## src/verilog/tdic_cfg.svh

```systemverilog
`ifndef TDIC_CFG_SVH
`define TDIC_CFG_SVH

// clock and link rate
`define TDIC_CLK_HZ        40000000
`define TDIC_BUS_BPS       375000
`define TDIC_BIT_CYC       (`TDIC_CLK_HZ / `TDIC_BUS_BPS)

// per-channel sampling schedule
`define TDIC_SAMPLE_US     1000
`define TDIC_SAMPLE_CYC    (`TDIC_SAMPLE_US * (`TDIC_CLK_HZ / 1000000))

// self-test interval, must stay below the detection limit
`define TDIC_TEST_LIMIT_MS 500
`define TDIC_TEST_MS       100
`define TDIC_TEST_CYC      (`TDIC_TEST_MS * (`TDIC_CLK_HZ / 1000))

// settling time of the isolation stage after a test switch moves
`define TDIC_SETTLE_US     10
`define TDIC_SETTLE_CYC    (`TDIC_SETTLE_US * (`TDIC_CLK_HZ / 1000000))

// frame markers on a bus leg
`define TDIC_START_BIT     1'h0
`define TDIC_STOP_BIT      1'h1

// reset value and channel count
`define TDIC_TX_IDLE       1'h1
`define TDIC_NUM_CH        3

`endif

```

## src/verilog/tdic_pkg.sv

```systemverilog
package tdic_pkg;

  // self-test sequencer of one channel
  typedef enum logic [1:0] {
    TDIC_ST_RUN   = 2'b00,
    TDIC_ST_ZERO  = 2'b01,
    TDIC_ST_ONE   = 2'b10
  } tdic_state_t;

endpackage

```

## src/verilog/tdic_top.sv

```systemverilog
`timescale 1ns/1ps
`include "tdic_cfg.svh"

// Contract
// - three identical channels, each with its own link logic, no shared state
// - each channel samples every point on its own schedule into its table
// - channel n answers only polls arriving on bus leg n
// - stuck-ON test closes a switch forcing zero; a point reading ON is faulty
// - during a self-test the reported table stays frozen at its last reading
// - a faulted point is always reported OFF
// - single variant checks stuck-ON and stuck-OFF within half a second
// - each bus leg runs at 375 kilobits per second
module tdic_top #(
  parameter int unsigned NPTS       = 16,
  parameter bit          SINGLE     = 1'b0,
  parameter int unsigned SAMPLE_CYC = `TDIC_SAMPLE_CYC,
  parameter int unsigned TEST_CYC   = `TDIC_TEST_CYC
) (
  input  wire logic                             clock,
  input  wire logic                             resetn,
  input  wire logic [`TDIC_NUM_CH*NPTS-1:0]     field_in,
  input  wire logic [`TDIC_NUM_CH-1:0]          leg_rx,
  output logic      [`TDIC_NUM_CH-1:0]          leg_tx,
  output logic      [`TDIC_NUM_CH-1:0]          force_zero,
  output logic      [`TDIC_NUM_CH-1:0]          force_one
);
  import tdic_pkg::*;

  localparam int unsigned BIT_CYC    = `TDIC_BIT_CYC;
  localparam int unsigned SETTLE_CYC = `TDIC_SETTLE_CYC;
  localparam int unsigned FRAME      = 2 * NPTS + 2;
  localparam int unsigned BCW        = $clog2(FRAME + 1);

  // set for each point that reads the value a forced test should have hidden
  function automatic logic [NPTS-1:0] bad_points(input logic [NPTS-1:0] rd,
                                                 input logic            want);
    bad_points = want ? ~rd : rd;
  endfunction

  genvar ch;
  generate
    for (ch = 0; ch < `TDIC_NUM_CH; ch = ch + 1) begin : g_ch
      logic [NPTS-1:0]  fld_s1_q;
      logic [NPTS-1:0]  fld_s2_q;
      logic             rx_s1_q;
      logic             rx_s2_q;
      logic             rx_d1_q;
      logic [31:0]      smp_cnt_q;
      logic [31:0]      tst_cnt_q;
      logic [31:0]      stl_cnt_q;
      tdic_state_t      st_q;
      tdic_state_t      st_d;
      logic [NPTS-1:0]  table_q;
      logic [NPTS-1:0]  flt_q;
      logic [NPTS-1:0]  flt_new_q;
      logic [NPTS-1:0]  rpt_q;
      logic [NPTS-1:0]  sent_q;
      logic [FRAME-1:0] sh_q;
      logic [BCW-1:0]   bits_q;
      logic [31:0]      baud_q;
      logic             busy_q;
      logic             tx_q;
      logic             zero_q;
      logic             one_q;

      wire              smp_tick   = (smp_cnt_q == 32'h0000_0000);
      wire              tst_tick   = (tst_cnt_q == 32'h0000_0000);
      wire              settled    = (stl_cnt_q == 32'h0000_0000);
      // stays frozen while the isolation stage settles back, so no forced reading lands
      wire              testing    = (st_q != TDIC_ST_RUN) || !settled;
      wire              chk_zero   = (st_q == TDIC_ST_ZERO) && settled;
      wire              chk_one    = (st_q == TDIC_ST_ONE) && settled;
      wire [NPTS-1:0]   stuck_on   = chk_zero ? bad_points(fld_s2_q, 1'b0) : '0;
      wire [NPTS-1:0]   stuck_off  = chk_one ? bad_points(fld_s2_q, 1'b1) : '0;
      wire [NPTS-1:0]   flt_set    = stuck_on | stuck_off;
      wire              test_done  = SINGLE ? chk_one : chk_zero;
      wire              baud_tick  = (baud_q == 32'h0000_0000);
      wire              poll       = rx_d1_q && !rx_s2_q && !busy_q;
      wire              last_bit   = busy_q && baud_tick && (bits_q == BCW'(1));
      // faulted points go out as OFF
      wire [NPTS-1:0]   report     = table_q & ~flt_q;
      // only flags that went out are cleared; later detections wait for the next poll
      wire [NPTS-1:0]   rpt_clr    = last_bit ? sent_q : '0;

      // two flops on everything coming from the field or the bus leg
      always_ff @(posedge clock) begin
        fld_s1_q <= field_in[ch*NPTS +: NPTS];
        fld_s2_q <= fld_s1_q;
        rx_s1_q  <= leg_rx[ch];
        rx_s2_q  <= rx_s1_q;
      end

      always_ff @(posedge clock) begin
        if (!resetn) begin
          rx_d1_q <= 1'h1;
        end else begin
          rx_d1_q <= rx_s2_q;
        end
      end

      // own schedule, phase staggered per channel
      always_ff @(posedge clock) begin
        if (!resetn) begin
          smp_cnt_q <= 32'((SAMPLE_CYC / 3) * ch);
        end else if (smp_tick) begin
          smp_cnt_q <= 32'(SAMPLE_CYC - 1);
        end else begin
          smp_cnt_q <= smp_cnt_q - 32'h0000_0001;
        end
      end

      always_ff @(posedge clock) begin
        if (!resetn) begin
          table_q <= '0;
        end else if (smp_tick && !testing) begin
          table_q <= fld_s2_q;
        end
      end

      // test interval below the detection limit
      always_ff @(posedge clock) begin
        if (!resetn) begin
          tst_cnt_q <= 32'(TEST_CYC - 1);
        end else if (tst_tick) begin
          tst_cnt_q <= 32'(TEST_CYC - 1);
        end else begin
          tst_cnt_q <= tst_cnt_q - 32'h0000_0001;
        end
      end

      always_comb begin
        st_d = st_q;
        case (st_q)
          TDIC_ST_RUN: begin
            if (tst_tick) begin
              st_d = TDIC_ST_ZERO;
            end
          end
          TDIC_ST_ZERO: begin
            if (settled) begin
              st_d = SINGLE ? TDIC_ST_ONE : TDIC_ST_RUN;
            end
          end
          TDIC_ST_ONE: begin
            if (settled) begin
              st_d = TDIC_ST_RUN;
            end
          end
          default: begin
            st_d = TDIC_ST_RUN;
          end
        endcase
      end

      always_ff @(posedge clock) begin
        if (!resetn) begin
          st_q      <= TDIC_ST_RUN;
          stl_cnt_q <= 32'h0000_0000;
        end else begin
          st_q <= st_d;
          if (st_d != st_q) begin
            stl_cnt_q <= 32'(SETTLE_CYC - 1);
          end else if (!settled) begin
            stl_cnt_q <= stl_cnt_q - 32'h0000_0001;
          end
        end
      end

      always_ff @(posedge clock) begin
        if (!resetn) begin
          zero_q <= 1'h0;
          one_q  <= 1'h0;
        end else begin
          zero_q <= (st_d == TDIC_ST_ZERO);
          one_q  <= (st_d == TDIC_ST_ONE);
        end
      end

      // a point's fault stays until a whole later test passes it
      always_ff @(posedge clock) begin
        if (!resetn) begin
          flt_q     <= '0;
          flt_new_q <= '0;
        end else if (test_done) begin
          flt_q     <= flt_new_q | flt_set;
          flt_new_q <= '0;
        end else begin
          flt_q     <= flt_q | flt_set;
          flt_new_q <= flt_new_q | flt_set;
        end
      end

      // sticky report flag, a new detection beats the clear
      always_ff @(posedge clock) begin
        if (!resetn) begin
          rpt_q <= '0;
        end else begin
          rpt_q <= (rpt_q & ~rpt_clr) | flt_set;
        end
      end

      // bit time from the leg rate
      always_ff @(posedge clock) begin
        if (!resetn) begin
          busy_q <= 1'h0;
          sent_q <= '0;
          sh_q   <= '1;
          bits_q <= '0;
          baud_q <= 32'h0000_0000;
          tx_q   <= `TDIC_TX_IDLE;
        end else if (poll) begin
          busy_q <= 1'h1;
          sent_q <= rpt_q;
          sh_q   <= {`TDIC_STOP_BIT, rpt_q, report, `TDIC_START_BIT};
          bits_q <= BCW'(FRAME);
          baud_q <= 32'(BIT_CYC - 1);
          tx_q   <= `TDIC_START_BIT;
        end else if (busy_q && baud_tick) begin
          busy_q <= !last_bit;
          sh_q   <= {1'h1, sh_q[FRAME-1:1]};
          bits_q <= bits_q - BCW'(1);
          baud_q <= 32'(BIT_CYC - 1);
          tx_q   <= last_bit ? `TDIC_TX_IDLE : sh_q[1];
        end else if (busy_q) begin
          baud_q <= baud_q - 32'h0000_0001;
        end
      end

      assign leg_tx[ch]     = tx_q;
      assign force_zero[ch] = zero_q;
      assign force_one[ch]  = one_q;
    end
  endgenerate

endmodule

```

## config.mk

```make
export PLATFORM = sky130hd
export DESIGN_NAME = tdic_top
export DESIGN_NICKNAME = d
export VERILOG_FILES = /design/src/verilog/tdic_pkg.sv /design/src/verilog/tdic_top.sv
export VERILOG_INCLUDE_DIRS = /design/src /design/src/verilog
export SDC_FILE = /design/constraint.sdc
export NUM_CORES = 2
export LEC_CHECK = 0
export ABC_AREA = 1
export BUFFER_PORTS_ARGS = -buffer_cell sky130_fd_sc_hd__buf_2
export CAP_MARGIN = 20
export CELL_PAD_IN_SITES_DETAIL_PLACEMENT = 0
export CELL_PAD_IN_SITES_GLOBAL_PLACEMENT = 1
export CORE_MARGIN = 1.5
export CORE_UTILIZATION = 30
export DETAILED_ROUTE_END_ITERATION = 12
export GPL_TIMING_DRIVEN = 0
export HOLD_SLACK_MARGIN = 0.08
export PLACE_DENSITY = 0.61
export SYNTH_ARGS = -nofsm -noshare
export SYNTH_HDL_FRONTEND = slang
export SYNTH_SLANG_ARGS = --single-unit
```

## constraint.sdc

```tcl
create_clock -name clock -period 4.1 [get_ports clock]
set_clock_uncertainty 0.15 [all_clocks]
set_input_delay 0.82 -clock clock [delete_from_list [all_inputs] [get_ports clock]]
set_output_delay 0.82 -clock clock [all_outputs]
set_load 0.05 [all_outputs]
```

## Word-level counts from Yosys, hierarchy flattened

Index checks and enable logic that the tools add are counted.

| operators by class | value |
|---|---|
| eq/ne operators | 21 |
| add/subtract/negate cells | 15 |
| bitwise logic cells | 28 |
| reductions and logical operators | 84 |
| mux-type cells | 66 |

Operators by type and width:

| kind | number |
|---|---|
| zero test 32 bit | 12 |
| subtractor 32 x 1 -> 32 bit (second input constant) | 12 |
| two-way mux 16 bit | 15 |
| two-way mux 33 bit | 6 |
| OR 16 bit | 12 |
| inverter 16 bit | 9 |
| bitwise AND 16 bit | 6 |
| two-way mux 7 bit | 9 |
| two-way mux 9 bit | 6 |
| two-way mux 6 bit | 6 |
| OR reduction 2 bit | 18 |
| logical AND 1 bit | 21 |
| equality test 6 x 1 -> 1 bit (second input constant) | 3 |
| subtractor 6 x 1 -> 6 bit (second input constant) | 3 |
| zero test 1 bit | 15 |
| two-way mux 1 bit | 15 |
| equality test 2 x 1 -> 1 bit (second input constant) | 6 |
| equality test 2 bit (second input constant) | 6 |
| two-way mux 2 bit | 6 |
| case mux 2 bit (2 select lines) | 3 |
| nonzero test 2 bit | 6 |
| nonzero test 3 bit | 3 |
| OR reduction 3 bit | 3 |
| zero test 2 bit | 3 |
| other kinds (4) | 10 |

| word-level totals | value |
|---|---|
| word-level logic and storage cells | 289 |
| register bits after elaboration | 864 |
| output and inout bits | 9 |

## Logic depth before layout (Yosys ltp)

| logic depth | value |
|---|---|
| depth in word-level cells | 7 |
| gate-level depth with buffers | 14 |

## Least setup slack after synthesis

Ideal clock, no wire load.

| timing path | value |
|---|---|
| path type | input to register |
| from | input port resetn |
| to | register g_ch[1].sent_q[10] |
| path slack | 1.788 ns |
| data required time | 3.814 ns |
| arrival time | 2.026 ns |
| path buffers | 4 |
| stages on the path | 6 |
| cell sequence | buf_2 -> inv_1 -> clkbuf_1 -> clkbuf_1 -> clkbuf_1 -> o22ai_1 |

RTL lines:

| item | RTL line | source |
|---|---|---|
| from (decl) | tdic_top.sv:20 | `input wire logic resetn,` |
| to (signal assigned) | tdic_top.sv:213 | `sent_q <= rpt_q;` |
| to (decl) | tdic_top.sv:57 | `logic [NPTS-1:0] sent_q;` |

No word-level cell between the ends.

## Final worst setup path

| timing path | value |
|---|---|
| from | input port resetn |
| to | register g_ch[2].smp_cnt_q[2] |

RTL lines:

| item | RTL line | source |
|---|---|---|
| to (signal assigned) | tdic_top.sv:104 | `smp_cnt_q <= 32'((SAMPLE_CYC / 3) * ch);` |
| to (signal assigned) | tdic_top.sv:106 | `smp_cnt_q <= 32'(SAMPLE_CYC - 1);` |
| to (signal assigned) | tdic_top.sv:108 | `smp_cnt_q <= smp_cnt_q - 32'h0000_0001;` |
| to (decl) | tdic_top.sv:48 | `logic [31:0] smp_cnt_q;` |

No word-level cell between the ends.

==> results_dict.tcl <==
set metrics [dict create \
    drv_slew 0 \
    synth_top_area_cell "dfxtp_1" \
    hp-class "reg -> reg" \
    grt_pass1_vias 30295 \
    rsz0062_at_grt "no" \
    avgSynthCellArea_sq_um 7.42 \
    crit_chain "buf_2, inv_1, clkbuf_1, clkbuf_1, clkbuf_1, a21oi_1" \
    power.total_mw 25.1 \
    cpLargestDelayFamily "buffers and inverters" \
    relSlewSlack 0.260 \
    cp.depth 6 \
    first_pass_iters 5 \
    max_cap_violations 0 \
    synth_seq_cells 861 \
    globalplace.congestion 0.794 \
    power_density_nw_per_um2 576 \
    cts_tree "yes" \
    synthFlopType "dfxtp_1" \
    die_h_microns 354 \
    die_width_microns 354 \
    clkLatencyLatePin_ns 0.70 \
    period_needed_ns 3.68 \
    max_stage_delay_ns 0.85 \
    fin_crit_sh 0.897 \
    synthCells 4988 \
    yosysWarnings 0 \
    nets 5296 \
    synth_cell_types 59 \
    wl_per_cell_microns 14.8 \
    place_hpwl_microns 74800 \
    grt_first_pass_wirelength_microns 165000 \
    dieArea_sq_um 125000 \
    cp_slowest_cell "clkbuf_1" \
    p_leak_nw 19.2 \
    grt_max_degree 14 \
    final_cell_area_sq_um 43500 \
    final-hold-violation-count 0 \
    final-setup-viol-count 0 \
    drc 0 \
    core_sq_um 122000 \
    synth_commonest_cells "nand2_1, nor2_1, dfxtp_1" \
    crit_fanout 10 \
    yosysMostFrequentCell "nand2_1" \
    synth_nets 5081 \
    drt_iter0_markers 1568 \
    crit_type "in -> reg" \
    worstPathArrival_ns 4.06 \
    placed_cell_area_sq_um 39300 \
    async_flop_share 0 \
    rows 128 \
    synthTopCellsByArea "dfxtp_1, nand2_1, nor2_1, inv_1, a21oi_1" \
    syn_area_sq_um 37000 \
    root_buffer "clkbuf_16" \
    critPathBufInv 5 \
    dr_total_vias 31263 \
    postCtsSetupRepairBufs 0 \
    drt.antenna.violating_nets 0 \
    max_freq_ghz 0.272 \
    clkSlewWorstSetupHoldPaths_ns 0.06 \
    htreeDepth 3 \
    initial_core_util 0.303 \
    layout-drive-gt1-share 0.0800 \
    io_buffers 60 \
    diodes 0 \
    vias_per_cell 4.52 \
    wl_microns 102000 \
    cts_sinks 861 \
    holdPathStages 0 \
    cts_buffers 101 \
    grt_use_total 0.162 \
    synthToLayoutAreaGrowth_pct 17.6 \
    ios 62 \
    cp_common_cell "clkbuf_1" \
    synth-edff-count 0 \
    ir_drop_uv 377 \
    crit_required_ns 4.48 \
    antenna_found_initial 5 \
    start_kind "primary input" \
    worst_r2r_path_depth 12 \
    overflow 0 \
    status "complete, no violations" \
    ys_seq_area_frac 0.466 \
    synth_top_area_frac 0.466 \
    tightest_slew_ns 1.11 \
    cp-end-kind "flop" \
    clockBufferDepth 3 \
]
where the power goes:
group | internal, mW | total [mW] | leakage [nW] | switching (mW)
Sequential | 9.16 | 9.73 | 7.04 | 0.571
Clock | 6.03 | 9.77 | 1.81 | 3.74
Combinational | 1.94 | 5.57 | 10.4 | 3.63
Total | 17.1 | 25.1 | 19.2 | 7.94
cells by family after synthesis:
kind of cell / count (synthesis) / synth area share
and+or+nand+nor: 2420 / 0.281
DFF: 861 / 0.466
buffers and inverters: 779 / 0.0839
AOI/OAI and AO/OA: 642 / 0.0966
xor gates and xnor gates: 230 / 0.0544
adders and majority gates: 40 / 0.0135
muxes: 16 / 0.00433
layer usage:
metal	part of all wire	up-vias	GRT usage
li1	-	16421	-
met2	0.45	403	0.264
met5	0	-	0
met4	0.023	0	0.0435
met3	0.032	147	0.0237
met1	0.50	14292	0.224
registers in the layout (all words and copies together) (netlist names):
register,flops
g_ch.sh_q,96
g_ch.one_q,3
g_ch.bits_q,18
g_ch.baud_q,96
g_ch.rx_d1_q,3
g_ch.sent_q,48
g_ch.table_q,48
g_ch.stl_cnt_q,96
g_ch.zero_q,3
g_ch.rx_s1_q,3
g_ch.fld_s1_q,48
g_ch.tx_q,3
g_ch.smp_cnt_q,96
g_ch.rx_s2_q,3
g_ch.tst_cnt_q,96
g_ch.flt_q,48
g_ch.busy_q,3
g_ch.flt_new_q,48
g_ch.fld_s2_q,48
g_ch.rpt_q,48
g_ch.st_q,6
cells in the final DEF, fill, tap and decap left out, types with 32 or more instances in the layout:
master         netlist  routed
inv_1              611     611
nor2_2              32      32
o21ai_0            162     162
buf_2               40     100
a21oi_1            299     299
dfxtp_1            861     861
nand3_1            206     206
o21ai_1             41      41
xor2_1             142     142
nand4_1            140     140
nor2_1             896     896
clkbuf_16            0     104
nor3_1              81      81
dlygate4sd3_1        0      51
clkbuf_1            77      89
nand2_1            926     926
ha_1                40      40
xnor2_1             88      88
cell type report:
type	count	area (sq um)
fillers	13098	78500
flip-flops and latches	861	17200
multi-input cells	3348	16700
clock buffers	145	3040
inverters	627	2350
well taps	1625	2030
repair buffers	112	826
plain buffers	152	753
clock inverters	45	626
final timing paths:
kind	start	endpoint	slack, ns
min	g_ch[2].rx_s1_q	g_ch[2].rx_s2_q	0.17
max	resetn	g_ch[2].smp_cnt_q[2]	0.42
max reg2reg	g_ch[0].tst_cnt_q[0]	g_ch[0].tst_cnt_q[31]	1.07
min reg2reg	g_ch[2].rx_s1_q	g_ch[2].rx_s2_q	0.17
worst reg2reg max path, stage by stage, from the launching register on:
cell	delay (ns)
dfxtp_1	0.30
inv_1	0.11
ha_1	0.16
inv_1	0.04
nor2_1	0.13
nand2_1	0.06
nor2_1	0.14
nand2_1	0.08
nor2_1	0.64
nor2_1	0.26
clkinv_1	0.27
clkbuf_1	0.45
nor2_1	0.10
what timing repair did:
action                                 in CTS  in global routing
gates resized for setup                     1                  0
setup endpoints to repair                   8                  0
hold buffers                               51                  0
endpoints found under the hold margin      51                  0
through the flow:
step	hold slack (ns)	util	setup slack, ns	setup TNS [ns]	instances
final	0.174	0.357	0.421	0	6915
after global routing	0.180	0.357	0.288	0	6915
after CTS	0.175	0.357	0.318	0	6915
after detailed placement	0.162	0.322	-0.824	-35.17	6674
after global placement	0.162	0.322	-0.771	-38.58	6673
after floorplan	0.160	-	1.79	0	4988
No activity file was read; power rests on OpenSTA's default activity.
